## config.mk

```make
export PLATFORM = sky130hd
export DESIGN_NAME = rsmb_port
export DESIGN_NICKNAME = d
export VERILOG_FILES = /design/src/rtl/rsmb_pkg.sv /design/src/rtl/rsmb_port.sv
export SDC_FILE = /design/constraint.sdc
export NUM_CORES = 2
export LEC_CHECK = 0
export BUFFER_PORTS_ARGS = -buffer_cell sky130_fd_sc_hd__buf_2
export CAP_MARGIN = 20
export CORE_MARGIN = 5
export CORE_UTILIZATION = 40
export CTS_CLUSTER_DIAMETER = 150
export DETAILED_ROUTE_END_ITERATION = 10
export SYNTH_ARGS = -nofsm -noshare
export SYNTH_HDL_FRONTEND = slang
export SYNTH_SLANG_ARGS = --single-unit
```

## constraint.sdc

```tcl
create_clock -name ref_clk -period 136.8 [get_ports ref_clk]
set_input_delay 20.52 -clock ref_clk [delete_from_list [all_inputs] [get_ports ref_clk]]
set_output_delay 20.52 -clock ref_clk [all_outputs]
set_load 0.02 [all_outputs]
```

## src/rtl/rsmb_pkg.sv

```systemverilog
// Purpose: Shared constants and types for the RS-485 slave serial port
// Assumes: 40 MHz reference clock; times kept in ms, cycles derived in the port
// Notes:   Settings arrive on a plain write port, not a bus
package rsmb_pkg;

  localparam int unsigned CLK_HZ_DEF = 40_000_000;
  localparam int unsigned MS_PER_S   = 1000;
  localparam int unsigned T_INIT_MS  = 1;
  localparam int unsigned T_LEAD_MS  = 1;
  localparam int unsigned T_HOLD_MS  = 1;
  localparam int unsigned T_RESP_MS  = 100;

  localparam int unsigned BUF_BYTES = 128;
  localparam int unsigned BUF_AW    = 7;
  localparam logic [7:0]  BUF_MAX   = 8'h80;
  localparam logic [15:0] MAX_REGS  = 16'h0010;

  localparam logic [7:0] RATE_RST      = 8'h06;
  localparam logic [7:0] RATE_MAX      = 8'h09;
  localparam logic [7:0] RATE_ASCII_PROTOCOL_CODE_MAX = 8'h07;
  localparam logic [7:0] TURN_RST      = 8'h02;
  localparam logic [7:0] TURN_MAX      = 8'hfa;
  localparam logic [7:0] TURN_EXT_MIN  = 8'h02;
  localparam logic [7:0] ADDR_RST      = 8'h01;
  localparam logic [7:0] ADDR_MAX      = 8'hf7;
  localparam logic [7:0] ADDR_BCAST    = 8'h00;
  localparam logic [7:0] DERIV_MAX     = 8'h10;

  localparam logic [1:0] ascii_protocol_code  = 2'h0;
  localparam logic [1:0] binary_protocol_code = 2'h1;
  localparam logic [1:0] keypad_protocol_code = 2'h2;
  localparam logic [1:0] PROTO_RST            = binary_protocol_code;

  // Start + payload + stop bits per character, plus a parity bit in ascii
  localparam logic [3:0] CHAR_BITS_ASCII = 4'ha;
  localparam logic [3:0] CHAR_BITS_BIN   = 4'hb;
  localparam logic [3:0] PAYLOAD_LAST    = 4'h8;
  localparam logic [3:0] SIL_HALF_CHARS  = 4'h7;

  localparam logic [7:0] FC_RD_HOLD  = 8'h03;
  localparam logic [7:0] FC_RD_IN    = 8'h04;
  localparam logic [7:0] FC_WR_MULTI = 8'h10;

  localparam logic [1:0] SEL_RATE  = 2'h0;
  localparam logic [1:0] SEL_TURN  = 2'h1;
  localparam logic [1:0] SEL_PROTO = 2'h2;
  localparam logic [1:0] SEL_ADDR  = 2'h3;

  typedef enum logic [5:0] {
    S_IDLE = 6'h01,
    S_RX   = 6'h02,
    S_WAIT = 6'h04,
    S_LEAD = 6'h08,
    S_TX   = 6'h10,
    S_HOLD = 6'h20
  } rsmb_state_e;

  typedef struct packed {
    logic       wr;
    logic       via_link;
    logic [1:0] sel;
    logic [7:0] data;
  } rsmb_cfg_wr_s;

  typedef struct packed {
    logic [7:0] rate;
    logic [7:0] turn;
    logic [7:0] addr;
    logic [1:0] proto;
  } rsmb_cfg_s;

  typedef struct packed {
    logic       ok;
    logic       exc;
    logic       err;
    logic       bcast;
    logic [7:0] len;
  } rsmb_frame_s;

  typedef struct packed {
    rsmb_state_e st;
    rsmb_cfg_s   cfg;
    logic [7:0]  rate_new;
    logic [1:0]  proto_new;
    logic        rate_pend;
    logic        proto_pend;
    logic [7:0]  deriv;
    logic        deriv_done;
    logic [15:0] rev;
    logic        rxd_q;
    logic        rx_busy;
    logic [3:0]  rx_bit;
    logic [17:0] rx_cnt;
    logic [7:0]  rx_sh;
    logic [7:0]  rx_len;
    logic        rx_ovf;
    logic        rx_bad;
    logic [7:0]  hdr_addr;
    logic [7:0]  hdr_fc;
    logic [15:0] hdr_qty;
    logic [24:0] sil;
    logic [24:0] tmr;
    logic [24:0] rcnt;
    logic        go;
    logic [7:0]  tx_len;
    logic [7:0]  tx_idx;
    logic [3:0]  tx_bit;
    logic [17:0] tx_cnt;
    logic [10:0] tx_sh;
    logic        de;
    rsmb_frame_s frm;
    logic        cfg_err;
    logic        timeout;
  } rsmb_st_s;

  function automatic int unsigned baud_of(input logic [7:0] code);
    case (code)
      8'h00:   baud_of = 300;
      8'h01:   baud_of = 600;
      8'h02:   baud_of = 1200;
      8'h03:   baud_of = 2400;
      8'h04:   baud_of = 4800;
      8'h05:   baud_of = 9600;
      8'h07:   baud_of = 38400;
      8'h08:   baud_of = 57600;
      8'h09:   baud_of = 115200;
      default: baud_of = 19200;
    endcase
  endfunction : baud_of

endpackage : rsmb_pkg

```

## src/rtl/rsmb_port.sv

```systemverilog
// Purpose: Half-duplex RS-485 slave port: framing, turnaround, silence
// Assumes: rxd synchronous to ref_clk; firmware builds replies in the buffer
// Notes:   One 128-byte buffer serves both the request and the reply
// Functional notes
// - Reply start bounded to 100 ms after request
// - At most 16 registers per transaction
// - Message buffer limited to 128 bytes
// - Rate codes 0-9, default 6, 8-9 binary
// - Rate change over link applies after reply
// - Reply waits at least 1 ms
// - Turnaround 0: driver and data together
// - Turnaround 1: driver, then data 1 ms later
// - Turnaround 2+: extra delay, then 1 ms lead
// - Turnaround 0-250 ms, default 2
// - Driver held up to 1 ms after last character
// - Frame ends on silence: max(3.5 chars, turnaround)
// - 32-bit values travel as register pairs
// - Keypad-only protocol blocks host access
// - Read-only derivative code 0-16 from power-up
// - Protocol codes 0 ascii, 1 binary, 2 keypad
// - Framing 7E1 ascii, 8N2 binary
// - Always slave, address 1-247, 0 broadcast
`timescale 1ns/1ps
module rsmb_port
  import rsmb_pkg::*;
#(
  parameter int unsigned CLK_HZ = CLK_HZ_DEF,
  parameter logic [15:0] FW_REV = 16'h0100  // Arbitrary value
) (
  input  wire logic              ref_clk,
  input  wire logic              rst,
  input  wire logic              rxd,
  output logic                   txd,
  output logic                   tx_en,
  input  wire rsmb_cfg_wr_s      cfg_wr,
  output rsmb_cfg_s              cfg,
  output logic                   cfg_err,
  input  wire logic [7:0]        derivative_strap,
  output logic [7:0]             derivative_code,
  output logic [15:0]            firmware_revision,
  input  wire logic              buf_wr,
  input  wire logic [BUF_AW-1:0] buf_addr,
  input  wire logic [7:0]        buf_wdata,
  output logic [7:0]             buf_rdata,
  input  wire logic              tx_start,
  input  wire logic [7:0]        tx_len,
  output rsmb_frame_s            frame,
  output logic                   resp_timeout
);

  localparam int unsigned MS_CYC   = CLK_HZ / MS_PER_S;
  localparam logic [24:0] MS25     = 25'(MS_CYC);
  localparam logic [24:0] INIT_CYC = 25'(T_INIT_MS * MS_CYC);
  localparam logic [24:0] LEAD_CYC = 25'(T_LEAD_MS * MS_CYC);
  localparam logic [24:0] HOLD_CYC = 25'(T_HOLD_MS * MS_CYC);
  localparam logic [24:0] RESP_CYC = 25'(T_RESP_MS * MS_CYC);

  function automatic logic [17:0] bit_cyc(input logic [7:0] code);
    bit_cyc = 18'(CLK_HZ / baud_of(code));
  endfunction : bit_cyc

  function automatic logic [3:0] char_bits(input logic [1:0] p);
    char_bits = (p == ascii_protocol_code) ? CHAR_BITS_ASCII : CHAR_BITS_BIN;
  endfunction : char_bits

  // Line bits LSB first, padded with idle ones
  function automatic logic [10:0] frame_of(input logic [7:0] b, input logic [1:0] p);
    frame_of = (p == ascii_protocol_code) ? {2'b11, ^b[6:0], b[6:0], 1'b0}
                                          : {2'b11, b, 1'b0};
  endfunction : frame_of

  function automatic logic [24:0] sil_cyc(input logic [17:0] b, input logic [3:0] c,
                                          input logic [7:0] t);
    logic [24:0] ch;
    logic [24:0] tm;
    ch = (25'(b) * 25'(c) * 25'(SIL_HALF_CHARS)) >> 1;
    tm = 25'(t) * MS25;
    sil_cyc = (ch > tm) ? ch : tm;
  endfunction : sil_cyc

  rsmb_st_s          st_q;
  rsmb_st_s          st_d;
  logic [7:0]        mem [BUF_BYTES];
  logic              we;
  logic [BUF_AW-1:0] wa;
  logic [7:0]        wd;
  logic [7:0]        rdata_q;
  logic [17:0]       bitc;
  logic [3:0]        cbits;
  logic [24:0]       silc;
  logic [24:0]       gap;
  logic              defer;
  logic              bin;
  logic              qty_bad;
  logic [7:0]        rx_byte;
  logic [7:0]        tx_first;
  logic [7:0]        tx_next;

  assign bitc     = bit_cyc(st_q.cfg.rate);
  assign cbits    = char_bits(st_q.cfg.proto);
  assign silc     = sil_cyc(bitc, cbits, st_q.cfg.turn);
  assign gap      = INIT_CYC + ((st_q.cfg.turn >= TURN_EXT_MIN) ?
                    25'(st_q.cfg.turn) * MS25 : 25'h0);
  assign defer    = cfg_wr.via_link || st_q.st != S_IDLE;
  assign bin      = st_q.cfg.proto != ascii_protocol_code;
  // Counts 16-bit registers, so a 32-bit value costs two
  assign qty_bad  = bin && (st_q.hdr_fc == FC_RD_HOLD || st_q.hdr_fc == FC_RD_IN ||
                    st_q.hdr_fc == FC_WR_MULTI) &&
                    (st_q.hdr_qty > MAX_REGS || st_q.hdr_qty == 16'h0000);
  assign rx_byte  = bin ? st_q.rx_sh : {1'b0, st_q.rx_sh[6:0]};
  assign tx_first = mem[0];
  assign tx_next  = mem[st_q.tx_idx[BUF_AW-1:0] + 7'h01];

  always_comb begin
    st_d         = st_q;
    we           = 1'b0;
    wa           = buf_addr;
    wd           = buf_wdata;
    st_d.frm     = '0;
    st_d.cfg_err = 1'b0;
    st_d.timeout = 1'b0;
    st_d.rxd_q   = rxd;
    if (!st_q.deriv_done) begin
      st_d.deriv_done = 1'b1;
      st_d.deriv      = (derivative_strap > DERIV_MAX) ? DERIV_MAX : derivative_strap;
    end
    if (st_q.st == S_IDLE) begin
      if (st_q.rate_pend) begin
        st_d.cfg.rate  = st_q.rate_new;
        st_d.rate_pend = 1'b0;
      end
      if (st_q.proto_pend) begin
        st_d.cfg.proto  = st_q.proto_new;
        st_d.proto_pend = 1'b0;
      end
    end
    if (cfg_wr.wr) begin
      case (cfg_wr.sel)
        SEL_RATE: begin
          if (cfg_wr.data > RATE_MAX || (!bin && cfg_wr.data > RATE_ASCII_PROTOCOL_CODE_MAX)) begin
            st_d.cfg_err = 1'b1;
          end else if (defer) begin
            st_d.rate_new  = cfg_wr.data;
            st_d.rate_pend = 1'b1;
          end else begin
            st_d.cfg.rate = cfg_wr.data;
          end
        end
        SEL_TURN: begin
          if (cfg_wr.data > TURN_MAX) st_d.cfg_err = 1'b1;
          else st_d.cfg.turn = cfg_wr.data;
        end
        SEL_PROTO: begin
          if (cfg_wr.data > {6'h00, keypad_protocol_code}) begin
            st_d.cfg_err = 1'b1;
          end else if (defer) begin
            st_d.proto_new  = cfg_wr.data[1:0];
            st_d.proto_pend = 1'b1;
          end else begin
            st_d.cfg.proto = cfg_wr.data[1:0];
          end
        end
        default: begin
          if (cfg_wr.data == ADDR_BCAST || cfg_wr.data > ADDR_MAX) st_d.cfg_err = 1'b1;
          else st_d.cfg.addr = cfg_wr.data;
        end
      endcase
    end
    // Firmware owns the buffer except while a frame moves on the line
    if (buf_wr && st_q.st != S_RX && st_q.st != S_TX) we = 1'b1;
    case (st_q.st)
      S_IDLE: begin
        if (st_q.rxd_q && !rxd) begin
          st_d.st      = S_RX;
          st_d.rx_busy = 1'b1;
          st_d.rx_bit  = 4'h0;
          st_d.rx_cnt  = bitc >> 1;
          st_d.rx_len  = 8'h00;
          st_d.rx_ovf  = 1'b0;
          st_d.rx_bad  = 1'b0;
          st_d.sil     = 25'h0;
        end
      end
      S_RX: begin
        if (st_q.rx_busy) begin
          st_d.sil = 25'h0;
          if (st_q.rx_cnt != 18'h0) begin
            st_d.rx_cnt = st_q.rx_cnt - 18'h1;
          end else begin
            st_d.rx_cnt = bitc - 18'h1;
            st_d.rx_bit = st_q.rx_bit + 4'h1;
            if (st_q.rx_bit == 4'h0) begin
              if (rxd) st_d.rx_busy = 1'b0;  // Glitch, not a start bit
            end else if (st_q.rx_bit <= PAYLOAD_LAST) begin
              st_d.rx_sh = {rxd, st_q.rx_sh[7:1]};
            end else begin
              if (!rxd || (!bin && ^st_q.rx_sh)) st_d.rx_bad = 1'b1;
              if (st_q.rx_bit == cbits - 4'h1) begin
                st_d.rx_busy = 1'b0;
                if (st_q.rx_len < BUF_MAX) begin
                  we          = 1'b1;
                  wa          = st_q.rx_len[BUF_AW-1:0];
                  wd          = rx_byte;
                  st_d.rx_len = st_q.rx_len + 8'h01;
                  case (st_q.rx_len)
                    8'h00:   st_d.hdr_addr       = rx_byte;
                    8'h01:   st_d.hdr_fc         = rx_byte;
                    8'h04:   st_d.hdr_qty[15:8]  = rx_byte;
                    8'h05:   st_d.hdr_qty[7:0]   = rx_byte;
                    default: st_d.hdr_qty        = st_q.hdr_qty;
                  endcase
                end else begin
                  st_d.rx_ovf = 1'b1;
                end
              end
            end
          end
        end else if (st_q.rxd_q && !rxd) begin
          st_d.rx_busy = 1'b1;
          st_d.rx_bit  = 4'h0;
          st_d.rx_cnt  = bitc >> 1;
        end else if (st_q.sil < silc - 25'h1) begin
          st_d.sil = st_q.sil + 25'h1;
        end else begin
          st_d.st       = S_IDLE;
          st_d.frm.len  = st_q.rx_len;
          st_d.frm.bcast = bin && st_q.hdr_addr == ADDR_BCAST;
          if (st_q.rx_ovf || st_q.rx_bad) begin
            st_d.frm.err = 1'b1;
          end else if (st_q.rx_len == 8'h00 ||
                       st_q.cfg.proto == keypad_protocol_code) begin
            st_d.frm.len = 8'h00;
          end else if (bin && st_q.hdr_addr != st_q.cfg.addr &&
                       st_q.hdr_addr != ADDR_BCAST) begin
            st_d.frm.len = 8'h00;
          end else begin
            st_d.frm.exc = qty_bad;
            st_d.frm.ok  = !qty_bad;
            if (!(bin && st_q.hdr_addr == ADDR_BCAST)) begin
              st_d.st   = S_WAIT;
              st_d.tmr  = 25'h0;
              st_d.rcnt = 25'h0;
              st_d.go   = 1'b0;
            end
          end
        end
      end
      S_WAIT: begin
        st_d.tmr  = st_q.tmr + 25'h1;
        st_d.rcnt = st_q.rcnt + 25'h1;
        if (tx_start && !st_q.go && tx_len != 8'h00 && tx_len <= BUF_MAX) begin
          st_d.go     = 1'b1;
          st_d.tx_len = tx_len;
        end
        if (st_q.go && st_q.tmr >= gap) begin
          st_d.de  = 1'b1;
          st_d.tmr = 25'h0;
          if (st_q.cfg.turn == 8'h00) begin
            st_d.st     = S_TX;
            st_d.tx_idx = 8'h00;
            st_d.tx_bit = 4'h0;
            st_d.tx_cnt = bitc - 18'h1;
            st_d.tx_sh  = frame_of(tx_first, st_q.cfg.proto);
          end else begin
            st_d.st = S_LEAD;
          end
        end else if (!st_q.go && st_q.rcnt >= RESP_CYC - 25'h1) begin
          st_d.timeout = 1'b1;
          st_d.st      = S_IDLE;
        end
      end
      S_LEAD: begin
        st_d.tmr = st_q.tmr + 25'h1;
        if (st_q.tmr == LEAD_CYC - 25'h1) begin
          st_d.st     = S_TX;
          st_d.tx_idx = 8'h00;
          st_d.tx_bit = 4'h0;
          st_d.tx_cnt = bitc - 18'h1;
          st_d.tx_sh  = frame_of(tx_first, st_q.cfg.proto);
        end
      end
      S_TX: begin
        if (st_q.tx_cnt != 18'h0) begin
          st_d.tx_cnt = st_q.tx_cnt - 18'h1;
        end else begin
          st_d.tx_cnt = bitc - 18'h1;
          if (st_q.tx_bit != cbits - 4'h1) begin
            st_d.tx_bit = st_q.tx_bit + 4'h1;
            st_d.tx_sh  = {1'b1, st_q.tx_sh[10:1]};
          end else if (st_q.tx_idx + 8'h01 < st_q.tx_len) begin
            st_d.tx_idx = st_q.tx_idx + 8'h01;
            st_d.tx_bit = 4'h0;
            st_d.tx_sh  = frame_of(tx_next, st_q.cfg.proto);
          end else begin
            st_d.st  = S_HOLD;
            st_d.tmr = 25'h0;
          end
        end
      end
      S_HOLD: begin
        st_d.tmr = st_q.tmr + 25'h1;
        if (st_q.tmr == HOLD_CYC - 25'h1) begin
          st_d.de = 1'b0;
          st_d.st = S_IDLE;
        end
      end
      default: st_d.st = S_IDLE;
    endcase
  end

  always_ff @(posedge ref_clk or posedge rst) begin
    if (rst) begin
      st_q       <= '0;
      st_q.st    <= S_IDLE;
      st_q.cfg   <= '{rate: RATE_RST, turn: TURN_RST, addr: ADDR_RST, proto: PROTO_RST};
      st_q.rev   <= FW_REV;
      st_q.rxd_q <= 1'b1;
      st_q.tx_sh <= 11'h7ff;
    end else begin
      st_q <= st_d;
    end
  end

  // Buffer has no reset; only the read port register does
  always_ff @(posedge ref_clk) begin
    if (we) mem[wa] <= wd;
  end

  always_ff @(posedge ref_clk or posedge rst) begin
    if (rst) rdata_q <= 8'h00;
    else rdata_q <= mem[buf_addr];
  end

  assign txd               = st_q.tx_sh[0];
  assign tx_en             = st_q.de;
  assign cfg               = st_q.cfg;
  assign cfg_err           = st_q.cfg_err;
  assign derivative_code   = st_q.deriv;
  assign firmware_revision = st_q.rev;
  assign buf_rdata         = rdata_q;
  assign frame             = st_q.frm;
  assign resp_timeout      = st_q.timeout;
endmodule : rsmb_port

```

After elaboration in Yosys (flattened, before gate mapping)
Memory sizes are Yosys's and may differ from the RTL's. A register that Yosys moved wholly into a read port is not among the register bits.
Index checks and enable logic that the tools add are counted.
- memories kept: 2
- register bits: 267
- word-level logic and storage cells: 369
- RAM bits: 1024
- input port bits: 48
- bits in read-only memories: 240
- memories (memory ; depth ; bits a word ; read ports ; clocked after Yosys merged registers in ; wr ports ; RTL line ; source):
    mem ; 128 ; 8 ; 3 ; 1 ; 1 ; rsmb_port.sv:83 ; logic [7:0] mem [BUF_BYTES];
    (name not given) ; 16 ; 15 ; 1 ; 0 ; 0 ; rsmb_pkg.sv:117 ; case (code)
- add/subtract/negate cells: 14
- equality and inequality tests: 53
- $lt $le $gt $ge: 16
- muxes and demuxes: 155
- $mul: 3
- divide/modulo/power cells: 1
- bitwise operators: 8
- reduce and logical (&&, ||, !) cells: 77
- operator list (operator ; count):
    $mux W51 ; 6
    $mux W8 ; 30
    $mux W42 ; 5
    $mux W25 ; 7
    $pmux W41 S3 ; 1
    $pmux W25 S4 ; 1
    $mux W32 ; 3
    $mux W6 ; 14
    $mux W41 ; 2
    $mux W76 ; 1
    $add A25 B1 Y25 const B ; 3
    $mux W12 ; 6
    $mux W23 ; 3
    $reduce_and A8 Y1 ; 7
    $sub A18 B1 Y18 const B ; 3
    $pmux W26 S2 ; 1
    $pmux W25 S2 ; 1
    $mux W7 ; 7
    $mux W24 ; 2
    $ne A2 B2 Y1 const B ; 24
    $pmux W23 S2 ; 1
    $mux W38 ; 1
    $mux W18 ; 2
    $mux W9 ; 4
    83 further kinds ; 192

Logic depth before layout (Yosys ltp)
- depth in word-level cells: 13
- mapped depth: 500
- gate-level depth less buffers: 457

Worst setup path before layout
Ideal clock, no wire load.
- path type: reg2reg
- start point: reg cfg[19] (netlist name)
- end point: reg st_q[115] in the netlist's numbering
- data required time: 136.675 ns
- cell stages (with the launch flop): 475
- path buffers: 48
- slack: 50.146 ns
- arrival: 86.529 ns
- cell sequence: dfstp_2 -> inv_1 -> ha_1 -> clkbuf_1 -> and3_1 -> clkbuf_1 -> inv_1 -> clkbuf_1 -> clkbuf_1 -> clkbuf_1 -> buf_1 -> nor2_1 -> ha_1 -> nor2_1 -> a41oi_1 -> a2111oi_0 -> a21oi_1 -> nor2_1 -> (+439 left out) -> o21ai_0 -> clkbuf_1 -> nor3_1 -> xor2_1 -> mux2i_1 -> ha_1 -> a21o_1 -> a21o_1 -> a21oi_1 -> o21ai_0 -> a221oi_1 -> o21ai_0 -> inv_1 -> a31o_2 -> a31o_1 -> clkbuf_1 -> buf_2 -> mux2_2
- word-level cells in the longest chain between the ends: 11
- ends and longest elaborated chain (element ; RTL line ; source):
    $mem_v2 Z16 W15 * ; -- ;
    $mux W32 * ; rsmb_pkg.sv:117 ;
    $div A26 B32 Y32 * ; rsmb_port.sv:59 ; bit_cyc = 18'(CLK_HZ / baud_of(code));
    $mul A18 B4 Y22 * ; rsmb_port.sv:76 ; ch = (25'(b) * 25'(c) * 25'(SIL_HALF_CHARS)) >> 1;
    $mul A22 B3 Y25 * ; rsmb_port.sv:76 ;
    $gt A24 B24 Y1 ; rsmb_port.sv:78 ; sil_cyc = (ch > tm) ? ch : tm;
    $mux W24 * ; rsmb_port.sv:78 ;
    $sub A24 B1 Y25 * ; rsmb_port.sv:222 ; end else if (st_q.sil < silc - 25'h1) begin
    $lt A25 B25 Y1 * ; rsmb_port.sv:222 ;
    $ne A3 B3 Y1 (no line) * ; -- ;
    $reduce_and A4 Y1 (no line) * ; -- ;
    end signal, assigned ; rsmb_port.sv:320 ; st_q <= st_d;
    end, declared ; rsmb_port.sv:81 ; rsmb_st_s st_q;
Mark *: on every way between the ends. The rest lies on a longest branch, timed or not.
A chain may end at the register's enable or synchronous reset.

Final worst setup path
- start point: reg cfg[19] (netlist name)
- end point: reg st_q[114] in the netlist's numbering
- word-level cells in the longest chain between the ends: 11
- ends and longest elaborated chain (element ; RTL line):
    $mem_v2 Z16 W15 * ; --
    $mux W32 * ; rsmb_pkg.sv:117
    $div A26 B32 Y32 * ; rsmb_port.sv:59
    $mul A18 B4 Y22 * ; rsmb_port.sv:76
    $mul A22 B3 Y25 * ; rsmb_port.sv:76
    $gt A24 B24 Y1 ; rsmb_port.sv:78
    $mux W24 * ; rsmb_port.sv:78
    $sub A24 B1 Y25 * ; rsmb_port.sv:222
    $lt A25 B25 Y1 * ; rsmb_port.sv:222
    $ne A2 B2 Y1 (no line) * ; --
    $reduce_and A11 Y1 (no line) * ; --
Marked as above.

==> results.txt <==
Run status: finished clean
Ys flop type: edfxtp_1
Area delta synth->final: 9.05%
Clock Path Buffers: 3
Slew headroom: 0.186
Port Buffers: 105
GR Overflow Total: 0
CP most frequent cell: a21oi_1
Vias in the first global route: 67000
Drt total wl: 292 mm
Setup crit end kind: register
First-pass GRT wire length: 433 mm
#FFs+latches synth: 1297
Clock sink count: 1297
Syn Std Cell Area: 91400 µm²
Vias/cell: 6.26
Arrival @ worst endpoint: 100.94 ns
Max incr delay on CP: 0.75 ns
Detail Placement HPWL: 207 mm
Layer carrying the most global-route usage: met2
Sequential share of the synthesized area: 0.411
Layout cells sized above 1: 0.174
Max frequency: 0.00997 GHz
TritonCTS clock tree: done
Largest family of logic cells by synthesized area: multiplexers
FP Rows: 175
Final Setup Violations: 0
Setup CP Type: reg -> reg
Post-synthesis mux area share: 0.184
Worst skew pair latency: 0.80 ns
MaxCap Viol Count: 0
Post-CTS Hold Buffers: 0
Xor and xnor fraction of the mapped netlist area: 0.0409
H-Tree Depth: 4
Hold Vio Cnt, Final: 0
Vias: 69300
Die ar.: 238000 µm²
Die X: 488 µm
First-pass DRT Iterations: 6
Post-Route Setup TNS: 0 ns
Synth Area in Compound Gates: 0.127
Die H: 488 µm
Post-synth EDFFs: 1024
Final worst-path cycle share: 0.733
CTS buffer count: 133
Worst-path maximum fanout: 40
I/O Pins: 122
Req. time, crit path: 137.47 ns
Unrepaired setup endpoints after global routing: no
Tmin final: 100.27 ns
Initial Utilization: 0.402
Post-CTS resize count: 0
Hold WS: 0.479 ns
Final instance area: 99700 µm²
Final Slew Violations: 0
Synthesized area per cell: 11.5 µm²
CP Launch Type: register
Clk pin slew, worst setup/hold paths: 0.06 ns
DP Area: 95300 µm²
Simple-gate portion of the synthesized area: 0.122
Ys async rst share: 0.210
Critical-path top delay cell: a2bb2oi_4
Met1 Usage GRT: 0.328
Final antenna-violating net count: 0
DR WL/cell: 26.4 µm
Worst Tran Pin Value: 1.22 ns
Tot GR Track Use: 0.238
GR Layer Usage met3: 0.0469
Initial antenna violation count: 7
Netlist cell types: 121
RD Place Congestion: 0.929
Top cell type by total area after synthesis: edfxtp_1
Clock Skew: 0.0462 ns
Core region area: 227000 µm²
Hold Crit Class: reg -> reg
Mapped Cells: 7951
Yosys top cell area share: 0.336
Setup bufs post-CTS: 0
DRT iter0 DRCs: 7586
Largest cells by area after synthesis: edfxtp_1 (34%), mux4_2 (16%), ha_1 (7.1%)
Syn. warnings: 0
Clock root buffer master: clkbuf_16
Adder-Cell Fraction of Synth Area: 0.0808
Met2 Track Usage GR: 0.385
Layout Nets: 8559
Largest net degree at the start of global routing: 107
Number of remaining DRC errors: 0
[area by class of cell]
type	count	area [µm²]
Antenna cell	5	12.5
Clock buffer	171	3510
Clock inverter	71	749
Fill cell	20800	128000
Inverter	367	1390
Multi-Input combinational cell	5895	50900
Sequential cell	1297	37600
Tap cell	3009	3760
Timing Repair Buffer	254	1770
[state kept, by name, indices dropped and copies added, names as in the netlist, 8 cells and up]
signal,cells
derivative_code,8
st_q,215
buf_rdata,8
frame,12
cfg,26
mem,1024
[cells in the final DEF, fill, tap and decap left out, types with 175 or more instances in the layout]
cell type and count:
xnor2_1 267, nor2_1 710, inv_1 357, dfrtp_1 256, mux4_2 657, a21oi_1 442
edfxtp_1 1024, nand3_1 175, o21ai_0 352, ha_1 517, nand2_1 605
[synth_stat cells, drive strengths merged (38+ instances only)]
cell type and count:
edfxtp 1024, nor2 716, mux4 657, nand2 612, ha 518, a21oi 446, o21ai 372, inv 366
xnor2 270, dfrtp 257, clkbuf 241, nand3 178, buf 168, xor2 156, a21o 154, mux2 132
nor3 129, nand2b 113, o31ai 109, nand4 92, and2 90, o21bai 66, a31oi 64, nor4 64
o21a 63, nor2b 60, o211ai 59, and3 57, mux2i 50, fa 45, a211oi 44, or3 40
a21boi 38
[worst max-delay path, delay by kind of cell, from the launching register on]
family	cells	cell delay, ns
AOI/OAI and AO/OA	225	48.43
and+or+nand+nor	143	26.91
adders and majority gates	36	11.93
buffers and inverters	31	8.41
muxes	7	2.55
xor gates and xnor gates	3	0.96
DFF	1	0.68
[through the flow]
stage,setup slack [ns],utilization,cells
finish,36.53,0.438,11100
global route,27.46,0.438,11100
CTS,37.57,0.437,11000
detailed placement,38.05,0.419,10800
global placement,40.56,0.418,10800
floorplan,50.15,-,7968
[kinds of logic after synthesis]
group                      Yosys count
AOI/OAI and AO/OA                 1742
xor gates and xnor gates           426
adders and majority gates          563
buffers and inverters              776
DFF                               1297
muxes                              839
other                                2
and+or+nand+nor                   2306
[layer usage]
layer / vias up / part of all wire
li1: 30600 / -
met1: 34900 / 0.41
met2: 3293 / 0.47
met3: 484 / 0.091
met4: 6 / 0.031
met5: - / 0.000089
[worst paths after layout]
check	from	to	slack, ns	cells after the start
max	cfg[19]	st_q[114]	36.53	445
min	st_q[17]	st_q[17]	0.48	2
max reg2reg	cfg[19]	st_q[114]	36.53	445
min reg2reg	st_q[17]	st_q[17]	0.48	2
max in group asynchronous	rst	st_q[48]	115.34	3
min in group asynchronous	rst	buf_rdata[0]	19.84	2
Power is left out: the tool's default activity adds up to more than one toggle a clock period on the data nets, which glitch-free logic cannot reach.
